--- src/design/eis_pkg.sv ---
// Constants, types and carriers shared by the external interrupt sense and vectoring logic.
// Assumes a single 100 MHz clock domain and an APB register bus with 32-bit data.
package eis_pkg;
    // Register byte offsets
    localparam logic [11:0] ADDR_CTRL = 12'h000;
    localparam logic [11:0] ADDR_CC = 12'h004;
    localparam logic [11:0] ADDR_STAT = 12'h008;

    // Reset values
    localparam logic [7:0] CTRL_RST = 8'h00;
    localparam logic [7:0] CC_RST = 8'hEA;

    // Control register field positions
    localparam int SENSE_B_LSB = 6;
    localparam int INV_B_BIT = 5;
    localparam int SENSE_A_LSB = 3;
    localparam int INV_A_BIT = 2;
    localparam int EDGE_SEL_BIT = 1;
    localparam int EN_BIT = 0;

    // Condition-code priority bit positions and levels
    localparam int CC_HI_BIT = 5;
    localparam int CC_LO_BIT = 3;
    localparam logic [1:0] PRIO_LVL0 = 2'h2;
    localparam logic [1:0] PRIO_LVL3 = 2'h3;

    // Sensitivity codes
    localparam logic [1:0] SENSE_FALL_LOW = 2'h0;
    localparam logic [1:0] SENSE_RISE = 2'h1;
    localparam logic [1:0] SENSE_FALL = 2'h2;
    localparam logic [1:0] SENSE_BOTH = 2'h3;

    // Vectors and source map
    localparam int NUM_SRC = 14;
    localparam logic [15:0] VEC_RESET = 16'hFFFE;
    localparam logic [15:0] VEC_TRAP = 16'hFFFC;
    localparam logic [15:0] VEC_SRC0 = 16'hFFFA;
    localparam logic [13:0] HALT_WAKE_MASK = 14'h20FD;
    localparam logic [13:0] AHALT_WAKE_MASK = 14'h20FF;

    typedef enum logic [2:0] {
        EIS_OP_ENABLE,
        EIS_OP_DISABLE,
        EIS_OP_HALT,
        EIS_OP_WAIT,
        EIS_OP_POPCC,
        EIS_OP_IRQ_RETURN_INSTR,
        EIS_OP_TRAP,
        EIS_OP_ENTRY
    } eis_op_t;

    typedef struct packed {
        logic valid;
        eis_op_t op;
        logic [7:0] pop_data;
        logic [3:0] src;
        logic [1:0] prio;
    } eis_cpu_req_t;

    typedef struct packed {
        logic req;
        logic [3:0] num;
        logic [15:0] addr;
        logic wake_halt;
        logic wake_active_halt;
    } eis_vec_t;
endpackage

--- src/design/eis_sense.sv ---
// One external port group: pin synchronisers, edge and level detection per sensitivity code.
// Assumes pins are asynchronous to clock; pins of one group are ORed after detection.
`timescale 1ns/1ps
`default_nettype none
module eis_sense #(
    parameter int WIDTH = 4,
    parameter bit CAN_INVERT = 1'b0
) (
    // Clock and reset
    input wire logic clock,
    input wire logic arst_n,
    // Pins and configuration
    input wire logic [WIDTH-1:0] pins,
    input wire logic [1:0] mode,
    input wire logic invert,
    // Detection results
    output logic edge_hit,
    output logic level_req
);
    logic [WIDTH-1:0] sync1;
    logic [WIDTH-1:0] sync2;
    logic [WIDTH-1:0] prev;
    logic want_rise;
    logic want_fall;
    logic want_level;
    logic level_high;
    logic inv;

    // Idle-high reset avoids a spurious edge when pulled-up pins are first seen
    always_ff @(posedge clock or negedge arst_n) begin
        if (!arst_n) begin
            sync1 <= '1;
            sync2 <= '1;
            prev <= '1;
        end else begin
            sync1 <= pins;
            sync2 <= sync1;
            prev <= sync2;
        end
    end

    assign inv = CAN_INVERT & invert;

    always_comb begin
        want_rise = 1'b0;
        want_fall = 1'b0;
        want_level = 1'b0;
        level_high = 1'b0;
        unique case (mode)
            eis_pkg::SENSE_FALL_LOW: begin
                want_level = 1'b1;
                want_rise = inv;
                want_fall = ~inv;
                level_high = inv;
            end
            eis_pkg::SENSE_RISE: begin
                want_rise = ~inv;
                want_fall = inv;
            end
            eis_pkg::SENSE_FALL: begin
                want_rise = inv;
                want_fall = ~inv;
            end
            eis_pkg::SENSE_BOTH: begin
                want_rise = 1'b1;
                want_fall = 1'b1;
            end
        endcase
    end

    always_ff @(posedge clock or negedge arst_n) begin
        if (!arst_n) begin
            edge_hit <= 1'b0;
            level_req <= 1'b0;
        end else begin
            edge_hit <= (|(sync2 & ~prev) & want_rise) | (|(~sync2 & prev) & want_fall);
            level_req <= want_level & (level_high ? |sync2 : |(~sync2));
        end
    end
endmodule
`default_nettype wire

--- src/design/eis_ctrl.sv ---
// External interrupt sensitivity control, pending latches, fixed-priority vectoring and
// condition-code software priority tracking. Assumes the CPU core reports dedicated
// instructions and interrupt entries as one-cycle requests on the same clock.
//
// Decided for this implementation: the APB register port and the placing of the registers.
`timescale 1ns/1ps
`default_nettype none
module eis_ctrl #(
    parameter int ADDR_W = 12
) (
    // Clock and reset
    input wire logic clock,
    input wire logic arst_n,
    // APB slave
    input wire logic psel,
    input wire logic penable,
    input wire logic pwrite,
    input wire logic [ADDR_W-1:0] paddr,
    input wire logic [31:0] pwdata,
    output logic [31:0] prdata,
    output logic pready,
    output logic pslverr,
    // External pins
    input wire logic top_level_pin_irq,
    input wire logic [3:0] port_irq_group0,
    input wire logic [2:0] port_irq_group1,
    input wire logic [3:0] port_irq_group2,
    input wire logic [3:0] port_irq_group3,
    // Peripheral requests, same clock; bits 0 and 2..5 are unused
    input wire logic [13:0] periph_irq,
    // CPU core
    input wire eis_pkg::eis_cpu_req_t cpu_req,
    output logic [7:0] cond_code_reg,
    output logic jump_if_masked,
    output logic jump_if_unmasked,
    output eis_pkg::eis_vec_t irq_vec
);
    logic [7:0] ext_int_sense_ctrl;
    logic [3:0] pend_grp;
    logic pend_tli;
    logic [3:0] grp_hit;
    logic [3:0] grp_lvl;
    logic tli_s1;
    logic tli_s2;
    logic tli_prev;
    logic tli_hit;
    logic [1:0] sw_prio;
    logic [1:0] sense_sel_grp_b;
    logic [1:0] sense_sel_grp_a;
    logic invert_port_b_low;
    logic invert_port_a_low;
    logic top_pin_edge_sel;
    logic top_pin_irq_en;
    logic bus_setup;
    logic ctrl_wr;
    logic [7:0] next_ctrl;
    logic sense_change;
    logic [13:0] req_raw;
    logic [13:0] req_live;
    logic [3:0] win_num;
    logic ack_tli;
    logic [3:0] ack_grp;

    assign sw_prio = {cond_code_reg[eis_pkg::CC_HI_BIT], cond_code_reg[eis_pkg::CC_LO_BIT]};
    assign sense_sel_grp_b = ext_int_sense_ctrl[eis_pkg::SENSE_B_LSB +: 2];
    assign sense_sel_grp_a = ext_int_sense_ctrl[eis_pkg::SENSE_A_LSB +: 2];
    assign invert_port_b_low = ext_int_sense_ctrl[eis_pkg::INV_B_BIT];
    assign invert_port_a_low = ext_int_sense_ctrl[eis_pkg::INV_A_BIT];
    assign top_pin_edge_sel = ext_int_sense_ctrl[eis_pkg::EDGE_SEL_BIT];
    assign top_pin_irq_en = ext_int_sense_ctrl[eis_pkg::EN_BIT];

    // APB: zero wait states, read data captured during setup
    assign pready = 1'b1;
    assign bus_setup = psel & ~penable;
    assign ctrl_wr = psel & penable & pwrite & (paddr == ADDR_W'(eis_pkg::ADDR_CTRL));

    always_ff @(posedge clock or negedge arst_n) begin
        if (!arst_n) begin
            prdata <= 32'h0000_0000;
            pslverr <= 1'b0;
        end else if (bus_setup) begin
            prdata <= 32'h0000_0000;
            pslverr <= 1'b0;
            if (paddr == ADDR_W'(eis_pkg::ADDR_CTRL)) begin
                prdata[7:0] <= ext_int_sense_ctrl;
            end else if (paddr == ADDR_W'(eis_pkg::ADDR_CC)) begin
                prdata[7:0] <= cond_code_reg;
            end else if (paddr == ADDR_W'(eis_pkg::ADDR_STAT)) begin
                prdata[12:0] <= {irq_vec.req, irq_vec.num, 3'h0, pend_grp, pend_tli};
            end else begin
                pslverr <= 1'b1;
            end
        end
    end

    // Write gating: sensitivity and polarity need level 3, the pin edge needs the pin disabled
    always_comb begin
        next_ctrl = ext_int_sense_ctrl;
        if (sw_prio == eis_pkg::PRIO_LVL3) begin
            next_ctrl[7:2] = pwdata[7:2];
        end
        if (!top_pin_irq_en) begin
            next_ctrl[eis_pkg::EDGE_SEL_BIT] = pwdata[eis_pkg::EDGE_SEL_BIT];
        end
        next_ctrl[eis_pkg::EN_BIT] = pwdata[eis_pkg::EN_BIT];
    end

    assign sense_change = ctrl_wr & (next_ctrl[7:2] != ext_int_sense_ctrl[7:2]);

    always_ff @(posedge clock or negedge arst_n) begin
        if (!arst_n) begin
            ext_int_sense_ctrl <= eis_pkg::CTRL_RST;
        end else if (ctrl_wr) begin
            ext_int_sense_ctrl <= next_ctrl;
        end
    end

    // Port group detectors; only groups 0 and 2 honour inversion
    eis_sense #(.WIDTH(4), .CAN_INVERT(1'b1)) u_grp0 (
        .clock(clock),
        .arst_n(arst_n),
        .pins(port_irq_group0),
        .mode(sense_sel_grp_a),
        .invert(invert_port_a_low),
        .edge_hit(grp_hit[0]),
        .level_req(grp_lvl[0])
    );
    eis_sense #(.WIDTH(3), .CAN_INVERT(1'b0)) u_grp1 (
        .clock(clock),
        .arst_n(arst_n),
        .pins(port_irq_group1),
        .mode(sense_sel_grp_a),
        .invert(invert_port_a_low),
        .edge_hit(grp_hit[1]),
        .level_req(grp_lvl[1])
    );
    eis_sense #(.WIDTH(4), .CAN_INVERT(1'b1)) u_grp2 (
        .clock(clock),
        .arst_n(arst_n),
        .pins(port_irq_group2),
        .mode(sense_sel_grp_b),
        .invert(invert_port_b_low),
        .edge_hit(grp_hit[2]),
        .level_req(grp_lvl[2])
    );
    eis_sense #(.WIDTH(4), .CAN_INVERT(1'b0)) u_grp3 (
        .clock(clock),
        .arst_n(arst_n),
        .pins(port_irq_group3),
        .mode(sense_sel_grp_b),
        .invert(invert_port_b_low),
        .edge_hit(grp_hit[3]),
        .level_req(grp_lvl[3])
    );

    // Top-level pin synchroniser and edge select
    always_ff @(posedge clock or negedge arst_n) begin
        if (!arst_n) begin
            tli_s1 <= 1'b1;
            tli_s2 <= 1'b1;
            tli_prev <= 1'b1;
        end else begin
            tli_s1 <= top_level_pin_irq;
            tli_s2 <= tli_s1;
            tli_prev <= tli_s2;
        end
    end

    assign tli_hit = top_pin_irq_en & (top_pin_edge_sel ? (tli_s2 & ~tli_prev) : (~tli_s2 & tli_prev));

    // Service entry acknowledges the entered source
    assign ack_tli = cpu_req.valid & (cpu_req.op == eis_pkg::EIS_OP_ENTRY) & (cpu_req.src == 4'h0);
    always_comb begin
        ack_grp = 4'h0;
        for (int g = 0; g < 4; g++) begin
            if (cpu_req.valid && cpu_req.op == eis_pkg::EIS_OP_ENTRY && cpu_req.src == 4'(g + 2)) begin
                ack_grp[g] = 1'b1;
            end
        end
    end

    // A new edge in the clearing cycle wins over the clear
    always_ff @(posedge clock or negedge arst_n) begin
        if (!arst_n) begin
            pend_grp <= 4'h0;
        end else begin
            pend_grp <= grp_hit | (pend_grp & ~ack_grp & ~{4{sense_change}});
        end
    end

    always_ff @(posedge clock or negedge arst_n) begin
        if (!arst_n) begin
            pend_tli <= 1'b0;
        end else begin
            pend_tli <= tli_hit | (pend_tli & ~ack_tli & top_pin_irq_en);
        end
    end

    // Condition-code register and software priority
    always_ff @(posedge clock or negedge arst_n) begin
        if (!arst_n) begin
            cond_code_reg <= eis_pkg::CC_RST;
        end else if (cpu_req.valid) begin
            unique case (cpu_req.op)
                eis_pkg::EIS_OP_ENABLE, eis_pkg::EIS_OP_HALT, eis_pkg::EIS_OP_WAIT: begin
                    cond_code_reg[eis_pkg::CC_HI_BIT] <= eis_pkg::PRIO_LVL0[1];
                    cond_code_reg[eis_pkg::CC_LO_BIT] <= eis_pkg::PRIO_LVL0[0];
                end
                eis_pkg::EIS_OP_DISABLE, eis_pkg::EIS_OP_TRAP: begin
                    cond_code_reg[eis_pkg::CC_HI_BIT] <= eis_pkg::PRIO_LVL3[1];
                    cond_code_reg[eis_pkg::CC_LO_BIT] <= eis_pkg::PRIO_LVL3[0];
                end
                eis_pkg::EIS_OP_POPCC, eis_pkg::EIS_OP_IRQ_RETURN_INSTR: begin
                    cond_code_reg <= cpu_req.pop_data;
                end
                eis_pkg::EIS_OP_ENTRY: begin
                    if (cpu_req.src == 4'h0) begin
                        cond_code_reg[eis_pkg::CC_HI_BIT] <= eis_pkg::PRIO_LVL3[1];
                        cond_code_reg[eis_pkg::CC_LO_BIT] <= eis_pkg::PRIO_LVL3[0];
                    end else begin
                        cond_code_reg[eis_pkg::CC_HI_BIT] <= cpu_req.prio[1];
                        cond_code_reg[eis_pkg::CC_LO_BIT] <= cpu_req.prio[0];
                    end
                end
            endcase
        end
    end

    assign jump_if_masked = (sw_prio == eis_pkg::PRIO_LVL3);
    assign jump_if_unmasked = ~jump_if_masked;

    // Source map and fixed priority: lowest number wins
    assign req_raw = {periph_irq[13:6], pend_grp | grp_lvl, periph_irq[1], pend_tli};
    assign req_live = jump_if_masked ? {13'h0000, req_raw[0]} : req_raw;

    always_comb begin
        win_num = 4'h0;
        for (int i = eis_pkg::NUM_SRC - 1; i >= 0; i--) begin
            if (req_live[i]) begin
                win_num = 4'(i);
            end
        end
    end

    always_ff @(posedge clock or negedge arst_n) begin
        if (!arst_n) begin
            irq_vec <= '0;
        end else begin
            irq_vec.req <= |req_live;
            irq_vec.num <= win_num;
            irq_vec.addr <= eis_pkg::VEC_SRC0 - {11'h000, win_num, 1'b0};
            irq_vec.wake_halt <= |(req_raw & eis_pkg::HALT_WAKE_MASK);
            irq_vec.wake_active_halt <= |(req_raw & eis_pkg::AHALT_WAKE_MASK);
        end
    end
endmodule
`default_nettype wire

--- config.mk ---
export PLATFORM = sky130hd
export DESIGN_NAME = eis_ctrl
export DESIGN_NICKNAME = d
export VERILOG_FILES = /design/src/design/eis_pkg.sv /design/src/design/eis_sense.sv /design/src/design/eis_ctrl.sv
export SDC_FILE = /design/constraint.sdc
export NUM_CORES = 1
export LEC_CHECK = 0
export BUFFER_PORTS_ARGS = -buffer_cell sky130_fd_sc_hd__buf_2
export CORE_MARGIN = 3
export CORE_UTILIZATION = 39
export CTS_CLUSTER_DIAMETER = 40
export DETAILED_ROUTE_END_ITERATION = 10
export PLACE_DENSITY = 0.66
export SYNTH_ARGS = -nofsm -noshare
export SYNTH_HDL_FRONTEND = slang
export SYNTH_SLANG_ARGS = --single-unit
--- constraint.sdc ---
create_clock -name clock -period 2 [get_ports clock]
set_clock_uncertainty 0.15 [all_clocks]
set_input_delay 0 -clock clock [delete_from_list [all_inputs] [get_ports clock]]
set_output_delay 0 -clock clock [all_outputs]
set_load 0.05 [all_outputs]
==> flow_summary.yaml, run 1 <==
critical_path:
  reg2regPathDepth: 5
  worst-path-buf-inv: 0
  crit_type: "register to register"
  worstSetupStartpoint: "cond_code_reg[3]"
  crit_fanout: 4
  critPathMaxStageDelay_ps: 670
  critPathArrivalTime_ps: 2010
  cp-end-kind: "register"
  crit_cells: 5
  critPathSlowestCell: "dfstp_4"
  critPathTopFamily: "compound AO/OA/AOI/OAI gates"
  r2r_start: "cond_code_reg[3]"
  cp.required_ps: 2070
  start_kind: "register"
  cp_cell_sequence: "nand2_8 -> a2111oi_4 -> o21ai_1 -> and3_1 -> o41a_1"
floorplanning:
  die_w_um: 113
  io_pins: 164
  num_rows: 38
  die_area_um2: 12700
  fp.dieH_um: 113
  core_area_um2: 11000
  initial_core_util_pct: 40.3
global_route:
  grt.overflow.total: 0
  grt_usage_pct: 15.6
  grt_pass1_vias: 3375
  grt_first_pass_wirelength_mm: 15.9
  antenna_found_initial: 1
  grt_max_degree: 41
pwr:
  p_int_mw: 3.51
  power_frac_seq_pct: 47.0
  p_per_area_nw_per_um2: 813
  p_switching_mw: 1.40
  pwr-share-comb_pct: 16.0
  p_leak_nw: 2.66
  clkPwrFrac_pct: 37.0
  p_sw_share_pct: 28.5
  peakVddDrop_mv: 0.682
timing:
  hold_violations: 0
  finalCritPeriodShare_pct: 96.8
  period_needed_ps: 1940
  holdWs_ps: 22.9
  report.final.setup_viol: 0
  fmax_mhz: 516
  relSlewSlack_pct: 63.3
  tns_ps: 0
  tightestPinTransition_ps: 550
  drv_slew: 0
  rsz0062_at_grt: "no"
place:
  place.gp.congestion: 0.810
  numPortBuffers: 113
  hpwlAfterDp_mm: 7.05
  dpl-instance-area_um2: 5100
route:
  wl_met2_mm: 5.05
  drc: 0
  num_vias: 3272
  dr.pass1.iters: 4
  drt_first_iter_violations: 104
  wl_per_cell_um: 14.2
  drt-met1-wl_mm: 3.89
  viasPerCell: 4.77
  postRouteAntennaNets: 0
  drt-total-wl_mm: 9.72
  met3WireLength_um: 583
  top_layer: "met5"
synth:
  synthTopCellsByArea: "dfstp_2 31%, dfrtp_1 28%, buf_4 5.4%"
  yosysTopAreaCell: "dfstp_2"
  synthCells: 370
  yosys_register_bits: 103
  synth_top_area_share_pct: 31.4
  synth-edff-count: 0
  async_flop_share_pct: 100
  synth-main-ff-cell: "dfstp_2"
  syn_avg_cell_area_um2: 12.0
  ys.warnings.count: 0
  ys_types: 55
  synth_area_um2: 4430
  synth-seq-area-share_pct: 59.7
min_path:
  min_from: "paddr[10]"
  min_path_type: "input pin to register"
  whs_path_depth: 5
final_layout:
  stdcell_area_um2: 6030
  syn2layout_area_growth_pct: 36.3
  top_register: "prdata"
  antenna_cells: 0
  drive_gt1_share_pct: 42.7
  largest_reg_flops: 13
  nFillCells: 928
  nets: 639
  final_util_pct: 54.9
  largest_registers: "prdata (13), irq_vec (12)"
clock_tree:
  clk_path_buf_depth: 2
  clk_latency_ps: 350
  cts-buffers-inserted: 9
  cts_tree: "done"
  cts_sinks: 103
  htree_levels: 3
  clk_pin_slew_ps: 70
  cts-root-buf: "clkbuf_16"
run:
  maxCapViolCount: 0
run_status:
  status: "finished clean"
cells in the final DEF, fill, tap and decap left out, drive strengths merged, types with 11 or more instances in the layout:
| cell | synthesis | layout |
|---|---|---|
| nand2 | 33 | 33 |
| dfrtp | 50 | 50 |
| dlygate4sd3 | 0 | 54 |
| conb | 2 | 23 |
| buf | 34 | 127 |
| inv | 15 | 18 |
| mux2 | 16 | 16 |
| nor2 | 20 | 20 |
| nor4 | 11 | 11 |
| dfstp | 53 | 53 |
| a21oi | 11 | 11 |
| o21ai | 21 | 21 |
metrics by stage:
step	cells	total power [mW]	setup WS, ps
2_1_floorplan	391	2.83	-136
3_3_place_gp	611	3.01	82.0
3_5_place_dp	611	3.03	34.4
4_1_cts	681	4.94	20.7
5_1_grt	686	5.11	6.20
6_report	686	4.91	63.5
what timing repair did:
item	4_1_cts	5_1_grt
endpoints found under the hold margin	109	1
buffers inserted	0	5
endpoints found under the setup margin	0	5
resized for setup	0	6
hold buffers	54	1
kinds of logic after synthesis:
family,Yosys count,synth area share (%)
AOI/OAI and AO/OA,68,10.9
and+or+nand+nor,106,13.1
other,2,0.170
muxes,26,6.84
xor gates and xnor gates,7,1.38
adders and majority gates,1,0.283
buffers and inverters,57,7.71
DFF,103,59.7
synth_stat cells, types with 3 or more instances:
cell type,count
a21oi_1,11
dfrtp_1,50
a22oi_1,3
mux2i_1,10
nand2_1,32
o21bai_2,4
nor2_1,20
o22ai_1,4
xnor2_1,5
o31ai_1,7
mux2_2,9
mux2_4,6
nand4_1,3
o21ai_1,10
o21ai_0,11
buf_4,32
nor2b_1,10
clkbuf_1,8
nor3_1,6
inv_1,15
dfstp_2,53
nand2b_1,10
nor4_1,9
tightest hold or removal path, cell delays in order:
cell	delay, ps
buf_2	80
nor2_1	40
nand3_2	100
buf_4	190
o31ai_1	90
routing by layer:
metal  track usage, %  vias up
li1                 -     1570
met4             4.49        2
met1             18.3     1573
met3             4.85       20
met2             27.5      107
met5                0        -
power by group through the flow:
stage / sequential [mW] / combinational (mW) / clock, mW
final: 2.31 / 0.786 / 1.81
after global routing: 2.32 / 0.842 / 1.95
after CTS: 2.31 / 0.765 / 1.86
after detailed placement: 2.35 / 0.681 / 0
after global placement: 2.34 / 0.673 / 0
after floorplan: 2.47 / 0.355 / 0
final timing paths:
path | slack [ps] | end
min in group asynchronous | 40 | u_grp2.level_req
max in group asynchronous | 1040 | u_grp3.prev[3]
min | 20 | prdata[0]
min reg2reg | 210 | u_grp2.sync2[2]
max | 60 | irq_vec[18]
max reg2reg | 60 | irq_vec[18]
layout make-up:
cell class              instances  area (µm²)  area share (%)
repair buffers                181        1250            20.7
clock inverters                 7        85.1            1.41
clock buffers                   9         225            3.73
flip-flops and latches        103        2650            43.9
multi-input cells             231        1590            26.3
inverters                      15        60.1           0.995
well taps                     140         175            2.90
Power figures use the tool's default switching activity.
==> run 2: changes to the inputs <==
--- a/config.mk
+++ b/config.mk
@@ -11,6 +11,8 @@
 export CTS_CLUSTER_DIAMETER = 40
 export DETAILED_ROUTE_END_ITERATION = 10
 export PLACE_DENSITY = 0.66
+export SLEW_MARGIN = 15
 export SYNTH_ARGS = -nofsm -noshare
 export SYNTH_HDL_FRONTEND = slang
+export SYNTH_HIERARCHICAL = 1
 export SYNTH_SLANG_ARGS = --single-unit
==> run 2 against run 1 <==
Synthesized area fell by 0.45%. Global-route usage barely moved. Non-clock buffer count fell by 7. First-iteration DRC count rose by 40%. Critical path type is now input pin to register.
==> flow_summary.yaml, run 2 <==
route:
  drc: 0
  drt-total-wl_mm: 9.57
  dr.pass1.iters: 4
  viasPerCell: 4.89
  wl_per_cell_um: 14.5
  postRouteAntennaNets: 0
  drt_first_iter_violations: 146
  num_vias: 3221
timing:
  report.final.setup_viol: 0
  tightestPinTransition_ps: 622
  finalCritPeriodShare_pct: 97.8
  tns_ps: 0
  rsz0062_at_grt: "no"
  period_needed_ps: 1960
  drv_slew: 0
  relSlewSlack_pct: 58.5
  fmax_mhz: 511
  hold_violations: 0
place:
  numPortBuffers: 113
  place.gp.congestion: 0.856
  hpwlAfterDp_mm: 6.89
clock_tree:
  clk_latency_ps: 340
  cts_setup_buffers: 0
  cts_sinks: 103
  clk_pin_slew_ps: 70
  clk_path_buf_depth: 2
  cts-root-buf: "clkbuf_16"
  cts-buffers-inserted: 9
  htree_levels: 3
  cts_tree: "done"
pwr:
  p_switching_mw: 1.35
  clkPwrFrac_pct: 35.4
  p_int_mw: 3.39
  p_per_area_nw_per_um2: 803
  p_leak_nw: 2.72
  power_frac_seq_pct: 48.7
  p_sw_share_pct: 28.5
  pwr-share-comb_pct: 15.9
  peakVddDrop_mv: 0.455
floorplanning:
  io_pins: 164
  core_area_um2: 10900
  fp.dieH_um: 112
  die_area_um2: 12600
  die_w_um: 112
  initial_core_util_pct: 40.3
  num_rows: 38
global_route:
  grt_first_pass_wirelength_mm: 16.0
  grt.overflow.total: 0
  grt_pass1_vias: 3335
  grt_usage_pct: 15.7
  antenna_found_initial: 0
  grt_max_degree: 50
final_layout:
  largest_registers: "prdata (13), irq_vec (12)"
  antenna_cells: 0
  syn2layout_area_growth_pct: 33.9
  final_util_pct: 54.0
  drive_gt1_share_pct: 45.3
  nets: 612
  final_cell_mix: "112 x buf_2, 52 x dlygate4sd3_1, 51 x dfstp_2"
  largest_reg_flops: 13
  final_common_cell: "buf_2"
  top_register: "prdata"
synth:
  synth-seq-area-share_pct: 60.0
  synth_most_common_cell: "dfstp_2"
  yosysTopAreaCell: "dfstp_2"
  synthCells: 342
  yosys_register_bits: 103
  synth-edff-count: 0
  synth_top_area_share_pct: 31.6
  synth_area_um2: 4410
  synth-main-ff-cell: "dfstp_2"
  ys_types: 58
  ys_top_cells_by_count: "53 x dfstp_2, 50 x dfrtp_1, 31 x buf_4"
  syn_avg_cell_area_um2: 12.9
  ys.warnings.count: 6
  async_flop_share_pct: 100
  synthTopCellsByArea: "dfstp_2 32%, dfrtp_1 28%, mux2_2 6.1%"
critical_path:
  crit_type: "input pin to register"
  critPathSlowestCell: "dlygate4sd3_1"
  cp-end-kind: "register"
  critPathArrivalTime_ps: 2010
  critPathMaxStageDelay_ps: 630
  cpMostUsedCell: "dlygate4sd3_1"
  reg2regPathDepth: 6
  start_kind: "input pin"
  crit_fanout: 3
  cp_cell_sequence: "dlygate4sd3_1 -> buf_2 -> nor2_1 -> dlygate4sd3_1 -> nand2_1 -> nor3b_1 -> a41oi_1"
  cp.required_ps: 2060
run_status:
  status: "finished clean"
min_path:
  whs_path_depth: 4
  min_path_type: "input pin to register"
run:
  maxCapViolCount: 0
run 2: changes by cell type in the layout (fill, tap and decap cells not counted), sizes merged, moves of 6 or more:
cell,before,now
a21oi,11,5
a22o,0,8
mux2,16,24
mux2i,10,0
nand2,33,12
nor3,7,1
o21ai,21,11
run 2: critical path: cells and delay by family:
family	cells	cell delay, ps
buffers and inverters	3	1300
AOI/OAI and AO/OA	1	150
and+or+nand+nor	3	560
run 2: power by group through the flow:
stage	Combinational [mW]	Clock (mW)	Sequential (mW)
final	0.752	1.68	2.31
after CTS	0.756	1.73	2.31
after floorplan	0.348	0	2.48
after detailed placement	0.677	0	2.35
after global routing	0.807	1.82	2.32
after global placement	0.670	0	2.34
run 2: logic make-up after synthesis:
logic type	share of synthesized area, %
muxes	6.13
other	0.170
xor gates and xnor gates	1.39
adders and majority gates	0.284
and+or+nand+nor	13.1
buffers and inverters	6.93
DFF	60.0
AOI/OAI and AO/OA	12.0
run 2: final cells by class:
type / instances / area, µm²
multi-input cells: 210 / 1550
clock buffers: 10 / 239
well taps: 140 / 175
inverters: 16 / 63.8
clock inverters: 6 / 51.3
flip-flops and latches: 103 / 2650
fillers: 944 / 5030
repair buffers: 174 / 1170
run 2: routing by layer:
metal | wire, µm | GRT usage, % | part of all wire [%] | vias to the layer above
met2 | 4780 | 27.2 | 50 | 130
met3 | 746 | 4.69 | 7.8 | 14
met4 | 101 | 4.33 | 1.1 | 0
li1 | - | - | - | 1510
met1 | 3940 | 19.0 | 41 | 1567
met5 | 0 | 0 | 0 | -
run 2: stage by stage:
stage	cells	power, mW	area, µm²	setup slack [ps]	hold slack [ps]
5_1_grt	659	4.95	5900	4.43	43.9
6_report	659	4.74	5900	44.9	19.4
4_1_cts	659	4.80	5890	131	10.2
3_5_place_dp	591	3.02	5080	224	-80.0
3_3_place_gp	591	3.01	5080	243	-86.0
2_1_floorplan	363	2.82	4510	4.32	-446
run 2: repair_timing:
| action | 4_1_cts | 5_1_grt |
|---|---|---|
| hold buffers | 52 | 0 |
| endpoints found under the setup margin | 0 | 2 |
| gates resized for setup | 0 | 1 |
| endpoints found under the hold margin | 118 | 0 |
run 2: final timing paths:
check	from	to	slack, ps
max in group asynchronous	arst_n	u_grp0/prev[3]	950
min in group asynchronous	arst_n	irq_vec[7]	80
worst max register to register	pend_grp[1]	irq_vec[6]	220
worst min-delay path	periph_irq[10]	irq_vec[22]	20
worst max-delay path	periph_irq[7]	irq_vec[22]	40
worst min register to register	u_grp2/sync1[2]	u_grp2/sync2[2]	210
